`src/charge_time_map.svh`:
```
`ifndef CHARGE_TIME_MAP_SVH
`define CHARGE_TIME_MAP_SVH

// register offset (byte address on the plain port)
`define MUC_CONTROL_OFFSET      8'h00
`define MUC_STATUS_OFFSET       8'h04
`define MUC_RESET_VALUE         32'h0000_0000
`define MUC_WRITE_MASK          32'h0000_ffff

// field positions in the control word
`define MUC_TIME_GEN_BIT        12
`define MUC_EDGE_GATE_BIT       11
`define MUC_SEQEN_BIT           10
`define MUC_DISCH_BIT           9
`define MUC_TRIG_BIT            8
`define MUC_TRIM_LSB            2
`define MUC_TRIM_MSB            7
`define MUC_RANGE_LSB           0
`define MUC_RANGE_MSB           1
`define MUC_EDGE2_SEL_LSB       16
`define MUC_EDGE2_SEL_MSB       19

// second-edge selection that picks the first comparator output
`define MUC_EDGE2_SEL_COMP1     4'hd

// converter sampling minimums for temperature measurement
`define MUC_CLK_PERIOD_NS       10
`define MUC_SAMPLE_X10_NS       1600
`define MUC_SAMPLE_X100_NS      300

`endif

```
`src/charge_time_pkg.sv`:
```
package charge_time_pkg;

    typedef enum logic [1:0] {
        RANGE_X1000 = 2'b00,
        RANGE_X1    = 2'b01,
        RANGE_X10   = 2'b10,
        RANGE_X100  = 2'b11
    } current_range_t;

    typedef struct packed {
        logic            time_generation_enable;
        logic            edge_gate_enable;
        logic            edge_order_enable;
        logic            source_discharge_enable;
        logic            trigger_output_enable;
        logic signed [5:0] current_trim;
        current_range_t  current_range_select;
    } control_fields_t;

    typedef struct packed {
        logic [2:0] range_onehot;   // x1, x10, x100
        logic       range_x1000;
    } range_decode_t;

    typedef enum logic [1:0] {
        EDGE_IDLE  = 2'b00,
        EDGE_FIRST = 2'b01,
        EDGE_BOTH  = 2'b11
    } edge_state_t;

endpackage

```
`src/charge_time_edge_control.sv`:
```
`include "charge_time_map.svh"
`timescale 1ns/1ns
`default_nettype none

module charge_time_edge_control #(
    parameter int ADDR_W = 8
) (
    input  wire logic              clock_i,
    input  wire logic              rst_i,
    input  wire logic [ADDR_W-1:0] addr_i,
    input  wire logic [31:0]       wdata_i,
    input  wire logic              wr_i,
    input  wire logic              rd_i,
    output logic      [31:0]       rdata_o,
    input  wire logic              edge1_i,
    input  wire logic              edge2_i,
    input  wire logic              sample_active_i,
    output logic                   edge1_o,
    output logic                   edge2_o,
    output logic                   delay_gen_en_o,
    output logic                   source_ground_o,
    output logic                   trigger_o,
    output logic signed [5:0]      current_trim_o,
    output logic      [3:0]        range_sel_o,
    output logic                   sample_long_enough_o,
    output logic                   edge2_sel_ok_o
);

    localparam int X10_CYC  =
        (`MUC_SAMPLE_X10_NS + `MUC_CLK_PERIOD_NS - 1) / `MUC_CLK_PERIOD_NS;
    localparam int X100_CYC =
        (`MUC_SAMPLE_X100_NS + `MUC_CLK_PERIOD_NS - 1) / `MUC_CLK_PERIOD_NS;
    localparam logic [7:0] X10_CYC_W  = 8'(X10_CYC);
    localparam logic [7:0] X100_CYC_W = 8'(X100_CYC);

    logic [31:0]                   ctrl_r;
    charge_time_pkg::control_fields_t fields;
    charge_time_pkg::edge_state_t  edge_state_r;
    logic [7:0]                    sample_cnt_r;
    logic                          sel_w;

    assign sel_w  = (addr_i == ADDR_W'(`MUC_CONTROL_OFFSET));
    assign fields = '{
        time_generation_enable:  ctrl_r[`MUC_TIME_GEN_BIT],
        edge_gate_enable:        ctrl_r[`MUC_EDGE_GATE_BIT],
        edge_order_enable:       ctrl_r[`MUC_SEQEN_BIT],
        source_discharge_enable: ctrl_r[`MUC_DISCH_BIT],
        trigger_output_enable:   ctrl_r[`MUC_TRIG_BIT],
        current_trim:            ctrl_r[`MUC_TRIM_MSB:`MUC_TRIM_LSB],
        current_range_select:
            charge_time_pkg::current_range_t'(ctrl_r[`MUC_RANGE_MSB:`MUC_RANGE_LSB])
    };

    // control register; bits 31:16 stay zero, including the second-edge select bits 19:16
    always_ff @(posedge clock_i or posedge rst_i) begin
        if (rst_i) begin
            ctrl_r <= `MUC_RESET_VALUE;
        end else if (wr_i && sel_w) begin
            ctrl_r <= wdata_i & `MUC_WRITE_MASK;
        end
    end

    // read data valid only the cycle after the strobe
    always_ff @(posedge clock_i or posedge rst_i) begin
        if (rst_i) begin
            rdata_o <= 32'h0000_0000;
        end else if (rd_i && sel_w) begin
            rdata_o <= ctrl_r;
        end else if (rd_i && addr_i == ADDR_W'(`MUC_STATUS_OFFSET)) begin
            rdata_o <= {28'h0000000, edge2_sel_ok_o, sample_long_enough_o,
                        edge_state_r == charge_time_pkg::EDGE_BOTH,
                        edge_state_r != charge_time_pkg::EDGE_IDLE};
        end else begin
            rdata_o <= 32'h0000_0000;
        end
    end

    // edge ordering; a gate drop clears any half-seen sequence
    always_ff @(posedge clock_i or posedge rst_i) begin
        if (rst_i) begin
            edge_state_r <= charge_time_pkg::EDGE_IDLE;
            edge1_o      <= 1'b0;
            edge2_o      <= 1'b0;
        end else if (!fields.edge_gate_enable) begin
            edge_state_r <= charge_time_pkg::EDGE_IDLE;
            edge1_o      <= 1'b0;
            edge2_o      <= 1'b0;
        end else begin
            edge1_o <= edge1_i;
            edge2_o <= edge2_i && (!fields.edge_order_enable
                       || edge_state_r != charge_time_pkg::EDGE_IDLE);
            case (edge_state_r)
                charge_time_pkg::EDGE_IDLE: begin
                    if (edge1_i) begin
                        edge_state_r <= charge_time_pkg::EDGE_FIRST;
                    end
                end
                charge_time_pkg::EDGE_FIRST: begin
                    if (edge2_i) begin
                        edge_state_r <= charge_time_pkg::EDGE_BOTH;
                    end
                end
                charge_time_pkg::EDGE_BOTH: begin
                    edge_state_r <= edge_state_r;
                end
                default: begin
                    edge_state_r <= charge_time_pkg::EDGE_IDLE;
                end
            endcase
        end
    end

    // static decodes registered so outputs come from flops
    always_ff @(posedge clock_i or posedge rst_i) begin
        if (rst_i) begin
            delay_gen_en_o  <= 1'b0;
            source_ground_o <= 1'b0;
            trigger_o       <= 1'b0;
            current_trim_o  <= 6'sh00;
            range_sel_o     <= 4'h0;
            edge2_sel_ok_o  <= 1'b0;
        end else begin
            delay_gen_en_o  <= fields.time_generation_enable;
            source_ground_o <= fields.source_discharge_enable;
            trigger_o       <= fields.trigger_output_enable;
            current_trim_o  <= fields.current_trim;
            // status only: warns software when delay mode lacks comparator select
            edge2_sel_ok_o  <= !fields.time_generation_enable
                || ctrl_r[`MUC_EDGE2_SEL_MSB:`MUC_EDGE2_SEL_LSB]
                   == `MUC_EDGE2_SEL_COMP1;
            case (fields.current_range_select)
                charge_time_pkg::RANGE_X1:    range_sel_o <= 4'h1;
                charge_time_pkg::RANGE_X10:   range_sel_o <= 4'h2;
                charge_time_pkg::RANGE_X100:  range_sel_o <= 4'h4;
                charge_time_pkg::RANGE_X1000: range_sel_o <= 4'h8;
                default:                      range_sel_o <= 4'h0;
            endcase
        end
    end

    // sampling time meter; software polls the flag, nothing is blocked
    always_ff @(posedge clock_i or posedge rst_i) begin
        if (rst_i) begin
            sample_cnt_r         <= 8'h00;
            sample_long_enough_o <= 1'b0;
        end else if (!sample_active_i) begin
            sample_cnt_r         <= 8'h00;
            sample_long_enough_o <= 1'b0;
        end else begin
            if (sample_cnt_r != 8'hff) begin
                sample_cnt_r <= sample_cnt_r + 8'h01;
            end
            case (fields.current_range_select)
                charge_time_pkg::RANGE_X10:
                    // no sum here: it would wrap once the counter saturates
                    sample_long_enough_o <= sample_cnt_r >= (X10_CYC_W - 8'h01);
                charge_time_pkg::RANGE_X100:
                    sample_long_enough_o <= sample_cnt_r >= (X100_CYC_W - 8'h01);
                default:
                    sample_long_enough_o <= 1'b1;
            endcase
        end
    end

endmodule // charge_time_edge_control

`default_nettype wire

```
`config.mk`:
```
export PLATFORM = sky130hd
export DESIGN_NAME = charge_time_edge_control
export DESIGN_NICKNAME = d
export VERILOG_FILES = /design/src/charge_time_pkg.sv /design/src/charge_time_edge_control.sv
export VERILOG_INCLUDE_DIRS = /design/src
export SDC_FILE = /design/constraint.sdc
export NUM_CORES = 1
export LEC_CHECK = 0
export BUFFER_PORTS_ARGS = -buffer_cell sky130_fd_sc_hd__buf_2
export CAP_MARGIN = 20
export CORE_ASPECT_RATIO = 1.75
export CORE_UTILIZATION = 40
export DETAILED_ROUTE_END_ITERATION = 12
export PLACE_DENSITY = 0.68
export RECOVER_POWER = 100
export SYNTH_ARGS = -nofsm -noshare
export SYNTH_HDL_FRONTEND = slang
export SYNTH_SLANG_ARGS = --single-unit
export TNS_END_PERCENT = 10
```
`constraint.sdc`:
```
create_clock -name clock_i -period 3.76 [get_ports clock_i]
set_clock_uncertainty 0.2 [all_clocks]
set_input_delay 0.564 -clock clock_i [delete_from_list [all_inputs] [get_ports clock_i]]
set_output_delay 0.564 -clock clock_i [all_outputs]
set_load 0.05 [all_outputs]
```
==> metrics, run 1 <==
status=finished clean; share of power burned in combinational logic=8.7%; total negative slack for setup checks=0 ns; WP data arrival=between 2 and 3 ns; number of register bits inferred by synthesis=59; post-DR vias/cell=roughly 4.5; Die X-Extent=about 61 um; HPWL reported at the end of detailed placement=roughly 2.9 mm; worst hold stages=0; ratio of total power to cell area=503 nW/um2; maximum level of the CTS H-tree=3; CTS max path bufs=2; Hold Path Origin=ctrl_r[8]; CP startpoint kind=primary input; depth of the most critical reg-to-reg path=5; maximum number of pins on one net before global-route repair=41; reg-to-reg slack, setup=1.89 ns; global-route wire length before repair=6.61 mm; final number of hold-violating endpoints=0; fin crit share=64.6%; Cell Area, Placed=around 2700 um2; NumNets Final=roughly 300; routability cong.=between 0.7 and 0.8; Worst setup EP type=asynchronous set/reset pin; # Max-Cap Violations=0; proportion of total power due to net switching=between 20% and 30%; Max transition margin=7.34%; switching power total=between 300 and 400 uW; via count=between 1500 and 2000; R2R Path End=sample_cnt_r[2]; count of antenna diodes in the layout=0; number of enable flip-flop cells after synthesis=0; post-layout minimum cycle time=between 2 and 2.5 ns; Core Box Area=around 5800 um2; Post-Synthesis Mean Instance Area=13.5 um2; Setup violations, final=0; Post CTS Setup Buffer Count=0; proportion of power drawn by the clock network=between 40 and 50%; share of Yosys cell area claimed by the top area cell type=roughly three fifths; # hold bufs at CTS=0; Fmax=between 400 and 500 MHz; number of CTS-inserted buffers=9; routed wire length per instance=~12 um; count of instances resized after the clock tree is built=0; final-report max-slew violation count=0; clock slew at the register clock pins of the worst setup and hold paths=around 0.060 ns; Req. time, crit path=between 3 and 4 ns; top cells by instance count after synthesis=sky130_fd_sc_hd__dfrtp_1 (59), sky130_fd_sc_hd__and2_1 (16), sky130_fd_sc_hd__buf_4 (16); pin slew with the least headroom to its limit=1.39 ns; unrepaired setup endpoints after global routing=no; number of buffers inserted by port buffering=63; Top Ports=between 90 and 100; Slowest cell on crit path=sky130_fd_sc_hd__inv_1; fraction of layout instances using a drive strength above 1=approximately a fifth; DR DRC count=0; P_leak=approximately 1.4 nW; highest ir drop seen on vdd=~0.33 mV; vias in the first global route=about 1500; relative area change from synthesis to final layout=18.4%; Seq pwr share=between 40% and 50%; total internal power=approximately 1.1 mW; CTS tree=built; count of clock tree sinks=59; Yosys Warn Count=0; post-detailed-routing wire length=between 4 and 5 mm; top-count cell post-synth=sky130_fd_sc_hd__dfrtp_1; cell chosen for the clock root=sky130_fd_sc_hd__clkbuf_8; class of the most critical setup path=in2async; Cells after Synth=178; initial standard-cell utilization of the core=a little over 40%; die area=roughly 6300 um2; Tightest Hold Check Type=reg2reg; largest fanout on the critical path=40; synth top area cells=sky130_fd_sc_hd__dfrtp_1 (61%), sky130_fd_sc_hd__mux2_4 (6.3%), sky130_fd_sc_hd__buf_4 (5.0%); total congestion overflow=0; violation count after the first detailed-routing iteration=a little under 60; total routing resource utilization after global routing=14.5%; endpoint of the worst hold path=trigger_o; Row Count=37; CP max stage delay=0.99 ns; cells along the critical path=buf_2 > inv_1 > clkbuf_1; prevailing post-synth register cell=sky130_fd_sc_hd__dfrtp_1; finished layout cell area=around 2800 um2; die outline height=around 100 um; clk_lat worst skew=~0.33 ns; cell type contributing the most total cell area after synthesis=sky130_fd_sc_hd__dfrtp_1; Critical path origin=rst_i; register area share after synthesis=61.5%; launching point of the worst reg2reg path=sample_cnt_r[0]; asr flop ratio synth=100%; total instance count after detailed placement=roughly 320; non-filler cells in the finished layout=331; number of iterations in the first detailed-routing pass=4; number of antenna violations at the first check in global routing=0; netlist area before placement=2400 um2; Post-DRT Antenna Nets=0; Cell variety after synth=34
## critical path, delay by kind of cell
| kind | cells | cell delay (ns) |
|---|---|---|
| buf+inv | 3 | 1.94 |
## cell type report
cell class / instances / area (um2)
Sequential cell: 59 / 1480
Clock buffer: 12 / 155
Fill cell: 557 / 2990
Timing Repair Buffer: 64 / 278
Inverter: 7 / 26.3
Multi-Input combinational cell: 107 / 739
Clock inverter: 4 / 72.6
Tap cell: 78 / 97.6
## flip-flops by register name, indices dropped and copies added (netlist names)
| signal | count |
|---|---|
| current_trim_o | 6 |
| edge2_sel_ok_o | 1 |
| trigger_o | 1 |
| ctrl_r | 16 |
| edge1_o | 1 |
| source_ground_o | 1 |
| delay_gen_en_o | 1 |
| edge2_o | 1 |
| edge_state_r | 2 |
| rdata_o | 16 |
| range_sel_o | 4 |
| sample_long_enough_o | 1 |
| sample_cnt_r | 8 |
## how the worst max path moves through the flow
| stage | cells after the start | end |
|---|---|---|
| after floorplan | 1 | ctrl_r[0] |
| after global placement | 4 | ctrl_r[8] |
| after detailed placement | 4 | ctrl_r[3] |
| after CTS | 5 | sample_cnt_r[2] |
| after global routing | 3 | rdata_o[1] |
| final | 3 | rdata_o[1] |
## kinds of logic after synthesis
family	synth area share, %
AOI/OAI and AO/OA	6.30
xor gates and xnor gates	1.09
adders and majority gates	1.56
buffers and inverters	7.34
DFF	61.5
muxes	9.90
other	0.156
and+or+nand+nor	12.2
## layout by cell type (no fill, tap or decap), types with 7 or more instances in the layout
| cell | n |
|---|---|
| sky130_fd_sc_hd__and2_0 | 7 |
| sky130_fd_sc_hd__conb_1 | 16 |
| sky130_fd_sc_hd__inv_1 | 7 |
| sky130_fd_sc_hd__nor2_1 | 7 |
| sky130_fd_sc_hd__mux2_1 | 10 |
| sky130_fd_sc_hd__dfrtp_1 | 59 |
| sky130_fd_sc_hd__clkbuf_8 | 11 |
| sky130_fd_sc_hd__buf_2 | 30 |
| sky130_fd_sc_hd__clkbuf_1 | 35 |
| sky130_fd_sc_hd__and2_1 | 9 |
## through the flow
step | hold slack, ns | power, mW | util [%] | setup slack (ns)
floorplan | 0.166 | 0.790 | - | 1.54
global placement | 0.171 | 0.812 | 46.8 | 1.69
detailed placement | 0.179 | 0.815 | 46.8 | 1.68
finish | 0.188 | 1.43 | 48.8 | 1.33
global route | 0.203 | 1.49 | 48.8 | 0.882
CTS | 0.191 | 1.46 | 50.7 | 1.89
## routing by layer
layer  global-route usage [%]  vias to the layer above  part of all wire [%]
met2                     23.4                       57                    52
met5                        0                        -                     0
met3                     5.72                       10                   4.4
met4                     7.79                        0                   2.8
met1                     15.7                      728                    40
li1                         -                      710                     -
## power by group through the flow
stage / Combinational, mW / Sequential (mW) / Clock (mW)
finish: 0.125 / 0.668 / 0.637
global route: 0.136 / 0.670 / 0.684
CTS: 0.136 / 0.668 / 0.654
detailed placement: 0.136 / 0.679 / 0
global placement: 0.134 / 0.678 / 0
floorplan: 0.0853 / 0.705 / 0
Power figures use the tool's default switching activity.
==> run 2: changes to the inputs <==
PLACE_DENSITY = 0.71   (was 0.68)
clock period = 2.2 ns   (was 3.76 ns; I/O delays follow)
==> metrics, run 2 (synthesized netlist as in run 1, its figures left out) <==
status=finished clean; fraction of layout instances using a drive strength above 1=a little over a fifth; initial standard-cell utilization of the core=between 40 and 50%; Req. time, crit path=~2.2 ns; vias in the first global route=roughly 1400; P_leak=roughly 1.4 nW; global-route wire length before repair=between 6 and 7 mm; commonest non-fill, non-tap cell in the layout=sky130_fd_sc_hd__dfrtp_1; CTS max path bufs=2; WP data arrival=~1.9 ns; total negative slack for setup checks=0 ns; post-DR vias/cell=between 4 and 5; proportion of power drawn by the clock network=around two fifths; clock slew at the register clock pins of the worst setup and hold paths=around 0.06 ns; total routing resource utilization after global routing=15.2%; Worst setup EP type=register; Tightest Hold Check Type=in2reg; maximum level of the CTS H-tree=3; count of antenna diodes in the layout=0; post-detailed-routing wire length=between 4 and 5 mm; Slowest cell on crit path=sky130_fd_sc_hd__nand3_2; number of antenna violations at the first check in global routing=0; proportion of total power due to net switching=25.4%; DR DRC count=0; core occupancy in the finished layout=between 40% and 50%; Fmax=between 500 and 600 MHz; CTS tree=built; ratio of total power to cell area=803 nW/um2; Post-DRT Antenna Nets=0; Max transition margin=34.7%; maximum number of pins on one net before global-route repair=36; fin crit share=85.3%; # Max-Cap Violations=0; die outline height=around 100 um; highest ir drop seen on vdd=between 0.4 and 0.5 mV; pin slew with the least headroom to its limit=between 0.9 and 1 ns; CP startpoint kind=primary input; final number of hold-violating endpoints=0; share of power burned in combinational logic=9.7%; Setup violations, final=0; Seq pwr share=between 50% and 60%; number of CTS-inserted buffers=9; leading registers by flop count=ctrl_r x16, rdata_o x16, sample_cnt_r x8; die area=6330 um2; reg-to-reg slack, setup=0.33 ns; CP max stage delay=0.49 ns; switching power total=580 uW; total internal power=around 1.7 mW; class of the most critical setup path=in2reg; post-layout minimum cycle time=1.88 ns; Core Box Area=roughly 6000 um2; via count=roughly 1500; routed wire length per instance=approximately 13 um; NumNets Final=between 200 and 300; HPWL reported at the end of detailed placement=between 3 and 4 mm; Top Ports=between 90 and 100; count of clock tree sinks=between 50 and 60; largest fanout on the critical path=16; routability cong.=0.814; unrepaired setup endpoints after global routing=no; number of iterations in the first detailed-routing pass=6; cells along the critical path=buf_2 > nor4_1 > nand3_2 > mux2_1; relative area change from synthesis to final layout=18.2%; final-report max-slew violation count=0; Row Count=37; cell chosen for the clock root=sky130_fd_sc_hd__clkbuf_8; violation count after the first detailed-routing iteration=36; clk_lat worst skew=around 0.33 ns; Die X-Extent=roughly 61 um; commonest non-fill, non-tap cells in the layout=sky130_fd_sc_hd__dfrtp_1 (59), sky130_fd_sc_hd__clkbuf_1 (35), sky130_fd_sc_hd__buf_2 (30); number of buffers inserted by port buffering=63; total congestion overflow=0
-- run 2: cell types whose count changed in the layout (fill, tap and decap cells not counted), sizes merged --
cell,previous run,this run
buf,30,31
bufinv,2,0
clkbuf,46,48
clkinvlp,1,0
dlygate4sd3,0,1
-- run 2: layer usage --
metal	track usage, %	wire length (um)	vias to the layer above
li1	-	-	709
met1	17.4	1680	692
met2	23.4	2240	46
met3	6.72	240	8
met4	7.95	118	0
met5	0	0	-
-- run 2: cell type report --
type	instances	area, um2
Timing Repair Buffer	65	304
Clock buffer	15	186
Inverter	7	26.3
Fill cell	593	2990
Clock inverter	1	5.00
Sequential cell	59	1480
Tap cell	78	97.6
Multi-Input combinational cell	107	744
-- run 2: path summary, 6_finish.rpt --
check	from	end	cells after the start
min	wdata_i[6]	ctrl_r[6]	2
max reg2reg	sample_cnt_r[0]	sample_cnt_r[2]	5
min in group asynchronous	rst_i	range_sel_o[2]	3
min reg2reg	ctrl_r[8]	trigger_o	0
max in group asynchronous	rst_i	current_trim_o[2]	4
max	addr_i[5]	ctrl_r[0]	4
-- run 2: through the flow --
stage | setup WS, ns | hold slack [ns] | cells | power, mW | instance area (um2)
floorplan | 0.214 | 0.166 | 193 | 1.35 | 2460
global placement | 0.359 | 0.173 | 315 | 1.39 | 2740
detailed placement | 0.324 | 0.181 | 315 | 1.40 | 2740
CTS | 0.350 | 0.0117 | 332 | 2.32 | 2940
global route | 0.160 | 0.00571 | 332 | 2.38 | 2840
finish | 0.324 | 0.0119 | 332 | 2.28 | 2840
-- run 2: power groups by stage --
stage | Sequential [mW] | Combinational [mW] | Clock, mW
after floorplan | 1.20 | 0.146 | 0
after global placement | 1.16 | 0.233 | 0
after detailed placement | 1.16 | 0.236 | 0
after CTS | 1.14 | 0.238 | 0.944
after global routing | 1.15 | 0.239 | 0.997
final | 1.14 | 0.220 | 0.919
-- run 2: worst max-delay path: cells and delay by family --
| family | cells | cell delay, ns |
|---|---|---|
| buffers and inverters | 1 | 0.10 |
| muxes | 1 | 0.48 |
| and+or+nand+nor | 2 | 0.96 |
-- run 2: what timing repair did --
item | 4_1_cts | 5_1_grt
hold endpoints to repair | 24 | 0
setup buffers | 0 | 0
resized for setup | 0 | 0
hold buffers | 1 | 0
